$ cat src/rtl/adc_seq_defs.svh
// Constants for the converter sequencer
`ifndef ADC_SEQ_DEFS_SVH
`define ADC_SEQ_DEFS_SVH
`define CONV_BITS          4'd11
`define CONV_BITS_W        4
`define ACQ_CNT_W          5
`define RC_DIV_DEFAULT     80
`define OSC_CYCLE_NS       50
`define INSTR_CYCLE_OSC    4
`define RESULT_W           10
`define CHANNELS           12
`endif

$ cat src/rtl/adc_seq_pkg.sv
// Types for the converter sequencer
package adc_seq_pkg;
  typedef enum logic [4:0] {
    ST_OFF     = 5'b0_0001,
    ST_SAMPLE  = 5'b0_0010,
    ST_DELAY   = 5'b0_0100,
    ST_ACQ     = 5'b0_1000,
    ST_CONVERT = 5'b1_0000
  } seq_state_t;

  typedef struct packed {
    logic       result_justify_sel;
    logic [2:0] acq_time_sel;
    logic [2:0] conv_clk_sel;
    logic [3:0] channel_sel;
    logic       converter_on;
  } conv_cfg_t;

  typedef struct packed {
    logic [7:0] result_high_byte;
    logic [7:0] result_low_byte;
  } conv_result_t;
endpackage

$ cat src/rtl/adc_acq_conv_sequencer.sv
// Acquisition and conversion sequencer for a 10-bit successive-approximation converter
// Function
// (RULE_01) Power-on reset leaves both result bytes unmodified; contents unknown until a conversion.
// (RULE_02) Software must acquire the channel for the minimum time before converting.
// (RULE_03) Software waits three bit periods after a conversion before the next acquisition.
// (RULE_04) With zero acquisition code, go stops sampling at once and converts. With the RC clock the code keeps sampling through ST_DELAY.
// (RULE_05) Nonzero acquisition code keeps sampling the chosen bit periods, then converts.
// (RULE_06) Completion clears go, sets done flag, and resumes sampling the selected channel.
// (RULE_07) No status distinguishes acquisition end or conversion start; go stays set.
// (RULE_08) Each conversion takes eleven bit periods of the selected clock.
// (RULE_09) Clock code picks 2,4,8,16,32,64 oscillator periods or the RC clock.
// (RULE_10) Zero acquisition with RC clock delays conversion start one instruction cycle.
// (RULE_11) Software must select the RC clock to convert during Sleep.
// (RULE_12) Software clears idle and clock-select bits before a Sleep conversion.
// (RULE_13) Device clock source stays unchanged until the conversion completes.
// (RULE_14) Software should pick the RC clock below one megahertz.
// (RULE_15) Conversion ignores channel and direction settings; driven outputs convert their own level. The code converts the channel_sel pin.
// (RULE_16) Port reads return zero on analog pins; digital inputs still convert.
// (RULE_17) Software starts by setting go and polls it or uses the interrupt.
// (RULE_18) Acquisition codes map to 0,2,4,6,8,12,16,20 bit periods.
// (RULE_19) Clearing go mid-conversion aborts and keeps the last result.
// (RULE_20) Device reset turns the converter off and aborts any conversion.
// (RULE_21) Justify select one right-justifies the result; zero left-justifies it.
`timescale 1ns/1ps
`include "adc_seq_defs.svh"
module adc_acq_conv_sequencer #(
  parameter int RC_DIV   = `RC_DIV_DEFAULT,
  parameter int CHANNELS = `CHANNELS
) (
  input  wire logic                        clock,
  input  wire logic                        reset_n,
  input  wire adc_seq_pkg::conv_cfg_t      cfg,
  input  wire logic                        go_set,
  input  wire logic                        go_clear,
  input  wire logic                        done_flag_clear,
  input  wire logic                        result_write,
  input  wire adc_seq_pkg::conv_result_t   result_wdata,
  input  wire logic [3:0]                  port_cfg,
  input  wire logic [CHANNELS-1:0]         pin_in,
  input  wire logic [CHANNELS-1:0]         pin_out_level,
  input  wire logic [CHANNELS-1:0]         pin_direction_bits,
  input  wire logic [CHANNELS-1:0]         analog_compare_hi,
  output logic                             conv_go_flag,
  output logic                             conv_done_irq_flag,
  output logic                             sampling,
  output logic                             sar_trial,
  output logic [`RESULT_W-1:0]             sar_code,
  output adc_seq_pkg::conv_result_t        result,
  output logic [CHANNELS-1:0]              port_read
);
  // Divider and pin logic are sized for these ranges
  if (RC_DIV < 2 || RC_DIV > 65536) begin : g_bad_rc_div
    $error("RC divider out of range");
  end
  if (CHANNELS != 12) begin : g_bad_channels
    $error("Channel count must be twelve");
  end

  adc_seq_pkg::seq_state_t state_reg, state_next;
  logic [6:0]              div_reg;
  logic [15:0]             rc_div_reg;
  logic [`ACQ_CNT_W-1:0]   acq_cnt_reg;
  logic [`CONV_BITS_W-1:0] bit_cnt_reg;
  logic [1:0]              dly_cnt_reg;
  logic [`RESULT_W-1:0]    sar_reg;
  logic                    go_reg;
  logic                    done_reg;
  adc_seq_pkg::conv_result_t result_reg;

  // Oscillator periods in one bit period for each clock code
  function automatic logic [6:0] osc_div(input logic [2:0] code);
    case (code)
      3'b000:  osc_div = 7'd2;
      3'b100:  osc_div = 7'd4;
      3'b001:  osc_div = 7'd8;
      3'b101:  osc_div = 7'd16;
      3'b010:  osc_div = 7'd32;
      3'b110:  osc_div = 7'd64;
      default: osc_div = 7'd2;
    endcase
  endfunction

  // Bit periods of programmed acquisition for each code
  function automatic logic [`ACQ_CNT_W-1:0] acq_periods(input logic [2:0] code);
    case (code)
      3'd0:    acq_periods = 5'd0;
      3'd1:    acq_periods = 5'd2;
      3'd2:    acq_periods = 5'd4;
      3'd3:    acq_periods = 5'd6;
      3'd4:    acq_periods = 5'd8;
      3'd5:    acq_periods = 5'd12;
      3'd6:    acq_periods = 5'd16;
      default: acq_periods = 5'd20;
    endcase
  endfunction

  // Bit-period tick: oscillator divider or the RC divider
  wire       rc_sel     = (cfg.conv_clk_sel[1:0] == 2'b11); // RULE_09
  wire [6:0] div_max    = osc_div(cfg.conv_clk_sel) - 7'd1; // RULE_09
  wire       osc_tick   = (div_reg == div_max);
  wire       rc_tick    = (rc_div_reg == 16'(RC_DIV - 1));
  wire       tad_tick   = rc_sel ? rc_tick : osc_tick;
  // Both dividers restart with each acquisition or conversion so the first bit period is whole
  wire       tad_run    = (state_reg == adc_seq_pkg::ST_ACQ) || (state_reg == adc_seq_pkg::ST_CONVERT);
  wire       running    = (state_reg == adc_seq_pkg::ST_ACQ) || (state_reg == adc_seq_pkg::ST_DELAY)
                          || (state_reg == adc_seq_pkg::ST_CONVERT);
  // A cleared go only matters while a run is in progress
  wire       abort      = go_clear && running; // RULE_19
  wire       conv_last  = (state_reg == adc_seq_pkg::ST_CONVERT) && tad_tick
                          && (bit_cnt_reg == `CONV_BITS - 4'd1); // RULE_08
  wire       start      = go_set && cfg.converter_on && (state_reg == adc_seq_pkg::ST_SAMPLE);
  wire       acq_zero   = (cfg.acq_time_sel == 3'd0);
  wire       acq_done   = (state_reg == adc_seq_pkg::ST_ACQ) && tad_tick
                          && (acq_cnt_reg == acq_periods(cfg.acq_time_sel) - 5'd1);
  wire       dly_done   = (state_reg == adc_seq_pkg::ST_DELAY)
                          && (dly_cnt_reg == 2'(`INSTR_CYCLE_OSC - 1));
  wire [9:0] trial_bit  = 10'h200 >> bit_cnt_reg;
  wire [9:0] sar_trial_code = sar_reg | trial_bit;
  // Compare of the selected pin, whatever its direction or analog setting
  wire       cmp_hi     = analog_compare_hi[cfg.channel_sel] ; // RULE_15

  // Sample, then optional acquisition or start delay, then eleven bit periods
  always_comb begin
    state_next = state_reg;
    case (state_reg)
      adc_seq_pkg::ST_OFF:     if (cfg.converter_on) state_next = adc_seq_pkg::ST_SAMPLE;
      adc_seq_pkg::ST_SAMPLE:  if (start) begin
        if (!acq_zero) state_next = adc_seq_pkg::ST_ACQ; // RULE_05
        else if (rc_sel) state_next = adc_seq_pkg::ST_DELAY; // RULE_10
        else state_next = adc_seq_pkg::ST_CONVERT; // RULE_04
      end
      adc_seq_pkg::ST_ACQ:     if (acq_done) state_next = adc_seq_pkg::ST_CONVERT; // RULE_05 RULE_07
      adc_seq_pkg::ST_DELAY:   if (dly_done) state_next = adc_seq_pkg::ST_CONVERT; // RULE_10
      adc_seq_pkg::ST_CONVERT: if (conv_last) state_next = adc_seq_pkg::ST_SAMPLE; // RULE_06
      default:                 state_next = adc_seq_pkg::ST_OFF;
    endcase
    if (abort) state_next = adc_seq_pkg::ST_SAMPLE; // RULE_19
    if (!cfg.converter_on) state_next = adc_seq_pkg::ST_OFF;
  end

  // A reset turns the converter off and drops any run
  always_ff @(posedge clock or negedge reset_n) begin
    if (!reset_n) state_reg <= adc_seq_pkg::ST_OFF; // RULE_20
    else state_reg <= state_next;
  end

  // Go flag stands through acquisition, delay and conversion alike
  always_ff @(posedge clock or negedge reset_n) begin
    if (!reset_n) go_reg <= 1'b0; // RULE_20
    else if (start) go_reg <= 1'b1;
    else if (conv_last || abort || !cfg.converter_on) go_reg <= 1'b0; // RULE_06 RULE_07
  end

  // Done flag: hardware set wins over software clear
  always_ff @(posedge clock or negedge reset_n) begin
    if (!reset_n) done_reg <= 1'b0;
    else if (conv_last) done_reg <= 1'b1; // RULE_06
    else if (done_flag_clear) done_reg <= 1'b0;
  end

  always_ff @(posedge clock or negedge reset_n) begin
    if (!reset_n) begin
      div_reg    <= 7'd0;
      rc_div_reg <= 16'd0;
    end else begin
      div_reg    <= (osc_tick || !tad_run) ? 7'd0 : div_reg + 7'd1;
      rc_div_reg <= (rc_tick || !tad_run) ? 16'd0 : rc_div_reg + 16'd1;
    end
  end

  always_ff @(posedge clock or negedge reset_n) begin
    if (!reset_n) begin
      acq_cnt_reg <= '0;
      bit_cnt_reg <= '0;
      dly_cnt_reg <= '0;
      sar_reg     <= '0;
    end else begin
      if (state_reg != adc_seq_pkg::ST_ACQ) acq_cnt_reg <= '0;
      else if (tad_tick) acq_cnt_reg <= acq_cnt_reg + 5'd1; // RULE_18
      dly_cnt_reg <= (state_reg == adc_seq_pkg::ST_DELAY) ? dly_cnt_reg + 2'd1 : 2'd0;
      if (state_reg != adc_seq_pkg::ST_CONVERT) begin
        bit_cnt_reg <= '0;
        sar_reg     <= '0;
      end else if (tad_tick) begin
        bit_cnt_reg <= bit_cnt_reg + 4'd1; // RULE_08
        // Trial bit kept while the input is not below the trial code
        if (bit_cnt_reg < 4'd10 && !cmp_hi) sar_reg <= sar_trial_code;
      end
    end
  end

  // Result bytes have no reset so a power-on leaves them untouched
  always_ff @(posedge clock) begin // RULE_01
    if (conv_last) begin
      if (cfg.result_justify_sel) result_reg <= {6'h00, sar_reg}; // RULE_21
      else result_reg <= {sar_reg, 6'h00}; // RULE_21
    end else if (result_write) begin
      result_reg <= result_wdata; // RULE_19
    end
  end

  // Analog pins read as zero; digital pins read their level
  // Codes below four leave every pin analog; each code above adds one digital pin from the top
  wire [3:0]  digital_shift = (port_cfg < 4'd4) ? 4'd12 : 4'd15 - port_cfg;
  wire [11:0] digital_mask  = 12'hFFF << digital_shift;
  wire [11:0] analog_mask   = ~digital_mask;
  wire [11:0] pin_level    = (pin_direction_bits & pin_in) | (~pin_direction_bits & pin_out_level);
  always_ff @(posedge clock or negedge reset_n) begin
    if (!reset_n) port_read <= '0;
    else port_read <= pin_level & ~analog_mask; // RULE_16
  end

  assign conv_go_flag       = go_reg; // RULE_07
  assign conv_done_irq_flag = done_reg;
  // Sampling stands in the sample, acquisition and delay states, not while off
  assign sampling           = (state_reg == adc_seq_pkg::ST_SAMPLE) || (state_reg == adc_seq_pkg::ST_ACQ)
                              || (state_reg == adc_seq_pkg::ST_DELAY);
  assign sar_trial          = (state_reg == adc_seq_pkg::ST_CONVERT) && (bit_cnt_reg < 4'd10);
  assign sar_code           = sar_trial_code;
  assign result             = result_reg;
endmodule

$ cat config.mk
export PLATFORM = sky130hd
export DESIGN_NAME = adc_acq_conv_sequencer
export DESIGN_NICKNAME = d
export VERILOG_FILES = /design/src/rtl/adc_seq_pkg.sv /design/src/rtl/adc_acq_conv_sequencer.sv
export VERILOG_INCLUDE_DIRS = /design/src /design/src/rtl
export SDC_FILE = /design/constraint.sdc
export NUM_CORES = 1
export LEC_CHECK = 0
export BUFFER_PORTS_ARGS = -buffer_cell sky130_fd_sc_hd__buf_2
export CORE_MARGIN = 2
export CORE_UTILIZATION = 40
export DETAILED_ROUTE_END_ITERATION = 10
export PLACE_DENSITY = 0.64
export SYNTH_ARGS = -nofsm -noshare
export SYNTH_HDL_FRONTEND = slang
export SYNTH_SLANG_ARGS = --single-unit
$ cat constraint.sdc
create_clock -name clock -period 2.47 [get_ports clock]
set_clock_uncertainty 0.05 [all_clocks]
set_input_delay 0.1235 -clock clock [delete_from_list [all_inputs] [get_ports clock]]
set_output_delay 0.1235 -clock clock [all_outputs]
set_load 0.005 [all_outputs]
==> qor.csv <==
metric;value;unit
Setup crit end kind;flip-flop;
RD Place Congestion;0.8402;
Synth Cell Area;0.004442;sq mm
Int Power;2208;uW
Core Util, Final;0.5248;
period utilization;0.9357;
VDD IR max;0.2862;mV
Final Hold Fails;0;
Layout area overhead;28.08;%
CTS Buffer Depth;2;
switch share;0.2501;
Flop pwr share;0.480;
Worst slew margin;0.6749;
Crit path max-delay family;simple AND/OR/NAND/NOR gates;
Register Area;0.002058;sq mm
die height;109.4;microns
Die X;109.4;microns
CTS H-tree lvls;3;
Crit path buffers/inverters;1;
syn avg cell area;9.893;sq um
Synth cell types;58;
WL/cell;13.24;microns
FP Rows;38;
logic gate share of total power;0.148;
Max-Cap Viols;0;
filler cell count;1003;
Die Area;0.01196;sq mm
vias in the first global route;3660;
DRT Pass-1 Iters;5;
Setup Buffers After CTS;0;
hold_buf cts;14;
Switch Pwr;736.2;uW
clock-pin slew on the worst setup and hold paths;0.09;ns
CP peak stage delay;0.44;ns
number of port buffers;127;
CTS Buf Count;9;
Worst Tran Pin Value;0.4876;ns
max-slew violation count;0;
DRC viols;0;
Vias/cell;4.984;
DRT antenna net count;0;
pin count of the biggest net entering global routing;55;
initial DRC count;216;
final setup fails;0;
clk_lat worst skew;0.35;ns
number of synthesized flops with an enable pin;16;
RSZ-0062 raised after global routing;false;
Detail Placement HPWL;7409;microns
Layout Nets;703;
fmax;432.7;MHz
CP max-delay cell;dfrtp_1;
syn_nets;551;
sequential fraction of the synthesis area;0.4634;
final hold slack;0.01902;ns
PD cells;517.4;mW/mm^2
Initial Util;0.4097;
post-synthesis instance total;449;
post-detailed-routing wire length;9874;microns
Post-synth ARST share;0.7975;
CTS tree;yes;
first-pass GRT wire length;16250;microns
P_leak;0.002699;uW
Post-CTS Resized;0;
critical path data arrival time;2.37;ns
clock sinks;79;
layout cell share with drive strength beyond 1;0.3020;
status;complete, no violations;
Hold Path Class;input port to flip-flop;
critical setup path kind;flip-flop to flip-flop;
critical-path cell list;xor2_1 > or3_1 > a21oi_2 > a32oi_2 > nor3_2 > buf_12 > mux2_2;
CP max FO;16;
multi-input logic area;0.002183;sq mm
initial antenna violation count;0;
CTS root buf;clkbuf_8;
Tot GR Track Use;0.1731;
vias;3718;
Antenna Cells;0;
GRT overflow;0;
Critical Path RT;2.53;ns
core footprint;0.01084;sq mm
Final min period;2.311;ns
Synth Warn #;0;
# IOs;128;
Seq cells post-synth;79;
CP Launch Type;flip-flop;
Clock power frac;0.372;
Main synth FF type;dfrtp_1;
reg2reg setup slack;0.16;ns
[power groups by stage]
| stage | Clock, uW | Combinational [uW] | Sequential [uW] |
|---|---|---|---|
| 3_3_place_gp | 0 | 411 | 1440 |
| 6_report | 1090 | 436 | 1410 |
| 5_1_grt | 1180 | 494 | 1420 |
| 2_1_floorplan | 0 | 234 | 1430 |
| 4_1_cts | 1120 | 441 | 1410 |
| 3_5_place_dp | 0 | 421 | 1440 |
[layer usage]
| layer | up-vias | routed length [microns] | GRT usage |
|---|---|---|---|
| li1 | 1860 | - | - |
| met1 | 1733 | 4226 | 0.2098 |
| met2 | 115 | 4873 | 0.2972 |
| met3 | 10 | 668 | 0.04327 |
| met4 | 0 | 106 | 0.06420 |
| met5 | - | 0 | 0 |
[area by class of cell]
| cell class | instances | area share |
|---|---|---|
| Sequential cell | 79 | 0.3618 |
| Clock buffer | 11 | 0.02485 |
| Inverter | 32 | 0.02111 |
| Multi-Input combinational cell | 321 | 0.3838 |
| Clock inverter | 5 | 0.01452 |
| Timing Repair Buffer | 158 | 0.1632 |
| Tap cell | 140 | 0.03079 |
[placed cells by master, fill, tap and decap left out, types with 17 or more instances in the layout]
master and instances:
a21oi_1 26, buf_2 127, dfrtp_1 62, inv_1 32
mux2i_1 22, nand2_1 35, nand3_1 17, nor2_1 50
o21ai_0 25
[logic make-up (layout without fill, tap and decap cells)]
group                    after synthesis  count (layout)  synth area share
XOR/XNOR                              28              28           0.05831
multiplexers                          41              41            0.1054
buffers and inverters                 49             206           0.04563
flip-flops                            79              79            0.4634
AO/OA/AOI/OAI                         75              75            0.1037
adder cells (fa/ha/maj)               16              16           0.04507
AND/OR/NAND/NOR                      161             161            0.1786
[through the flow]
step                      power, uW  worst slack [ns]  cell area, sq um  TNS [ns]  std cells
after floorplan                1665           0.03422              4444         0        449
after global placement         1849          -0.04229              5325    -1.023        716
after detailed placement       1860          -0.09662              5325    -2.290        716
after CTS                      2974            0.1245              5689         0        746
after global routing           3096           0.01272              5689         0        746
final                          2944            0.1587              5689         0        746
[final timing paths]
path / startpoint / endpoint / cells past startpoint
setup reg to reg: div_reg[5]$_DFF_PN0_ / result[8]$_DFFE_PP_ / 7
min in group asynchronous: reset_n / state_reg[1]$_DFFE_PN0P_ / 2
max in group asynchronous: reset_n / rc_div_reg[8]$_DFF_PN0_ / 3
setup / recovery: div_reg[5]$_DFF_PN0_ / result[8]$_DFFE_PP_ / 7
hold reg to reg: dly_cnt_reg[0]$_DFF_PN0_ / dly_cnt_reg[0]$_DFF_PN0_ / 1
hold / removal: result_wdata[12] / result[12]$_DFFE_PP_ / 2
[cells in the mapped netlist, types with 13 or more instances]
cell / n / area share
dfrtp_1: 62 / 0.35
a21oi_1: 26 / 0.029
o21ai_0: 25 / 0.028
ha_1: 16 / 0.045
xor2_1: 14 / 0.028
nand2_1: 35 / 0.030
nor2_1: 50 / 0.042
edfxtp_1: 16 / 0.11
xnor2_1: 13 / 0.026
mux2_2: 14 / 0.035
inv_1: 32 / 0.027
mux2i_1: 22 / 0.050
nand3_1: 17 / 0.019
Power figures use the tool's default switching activity.
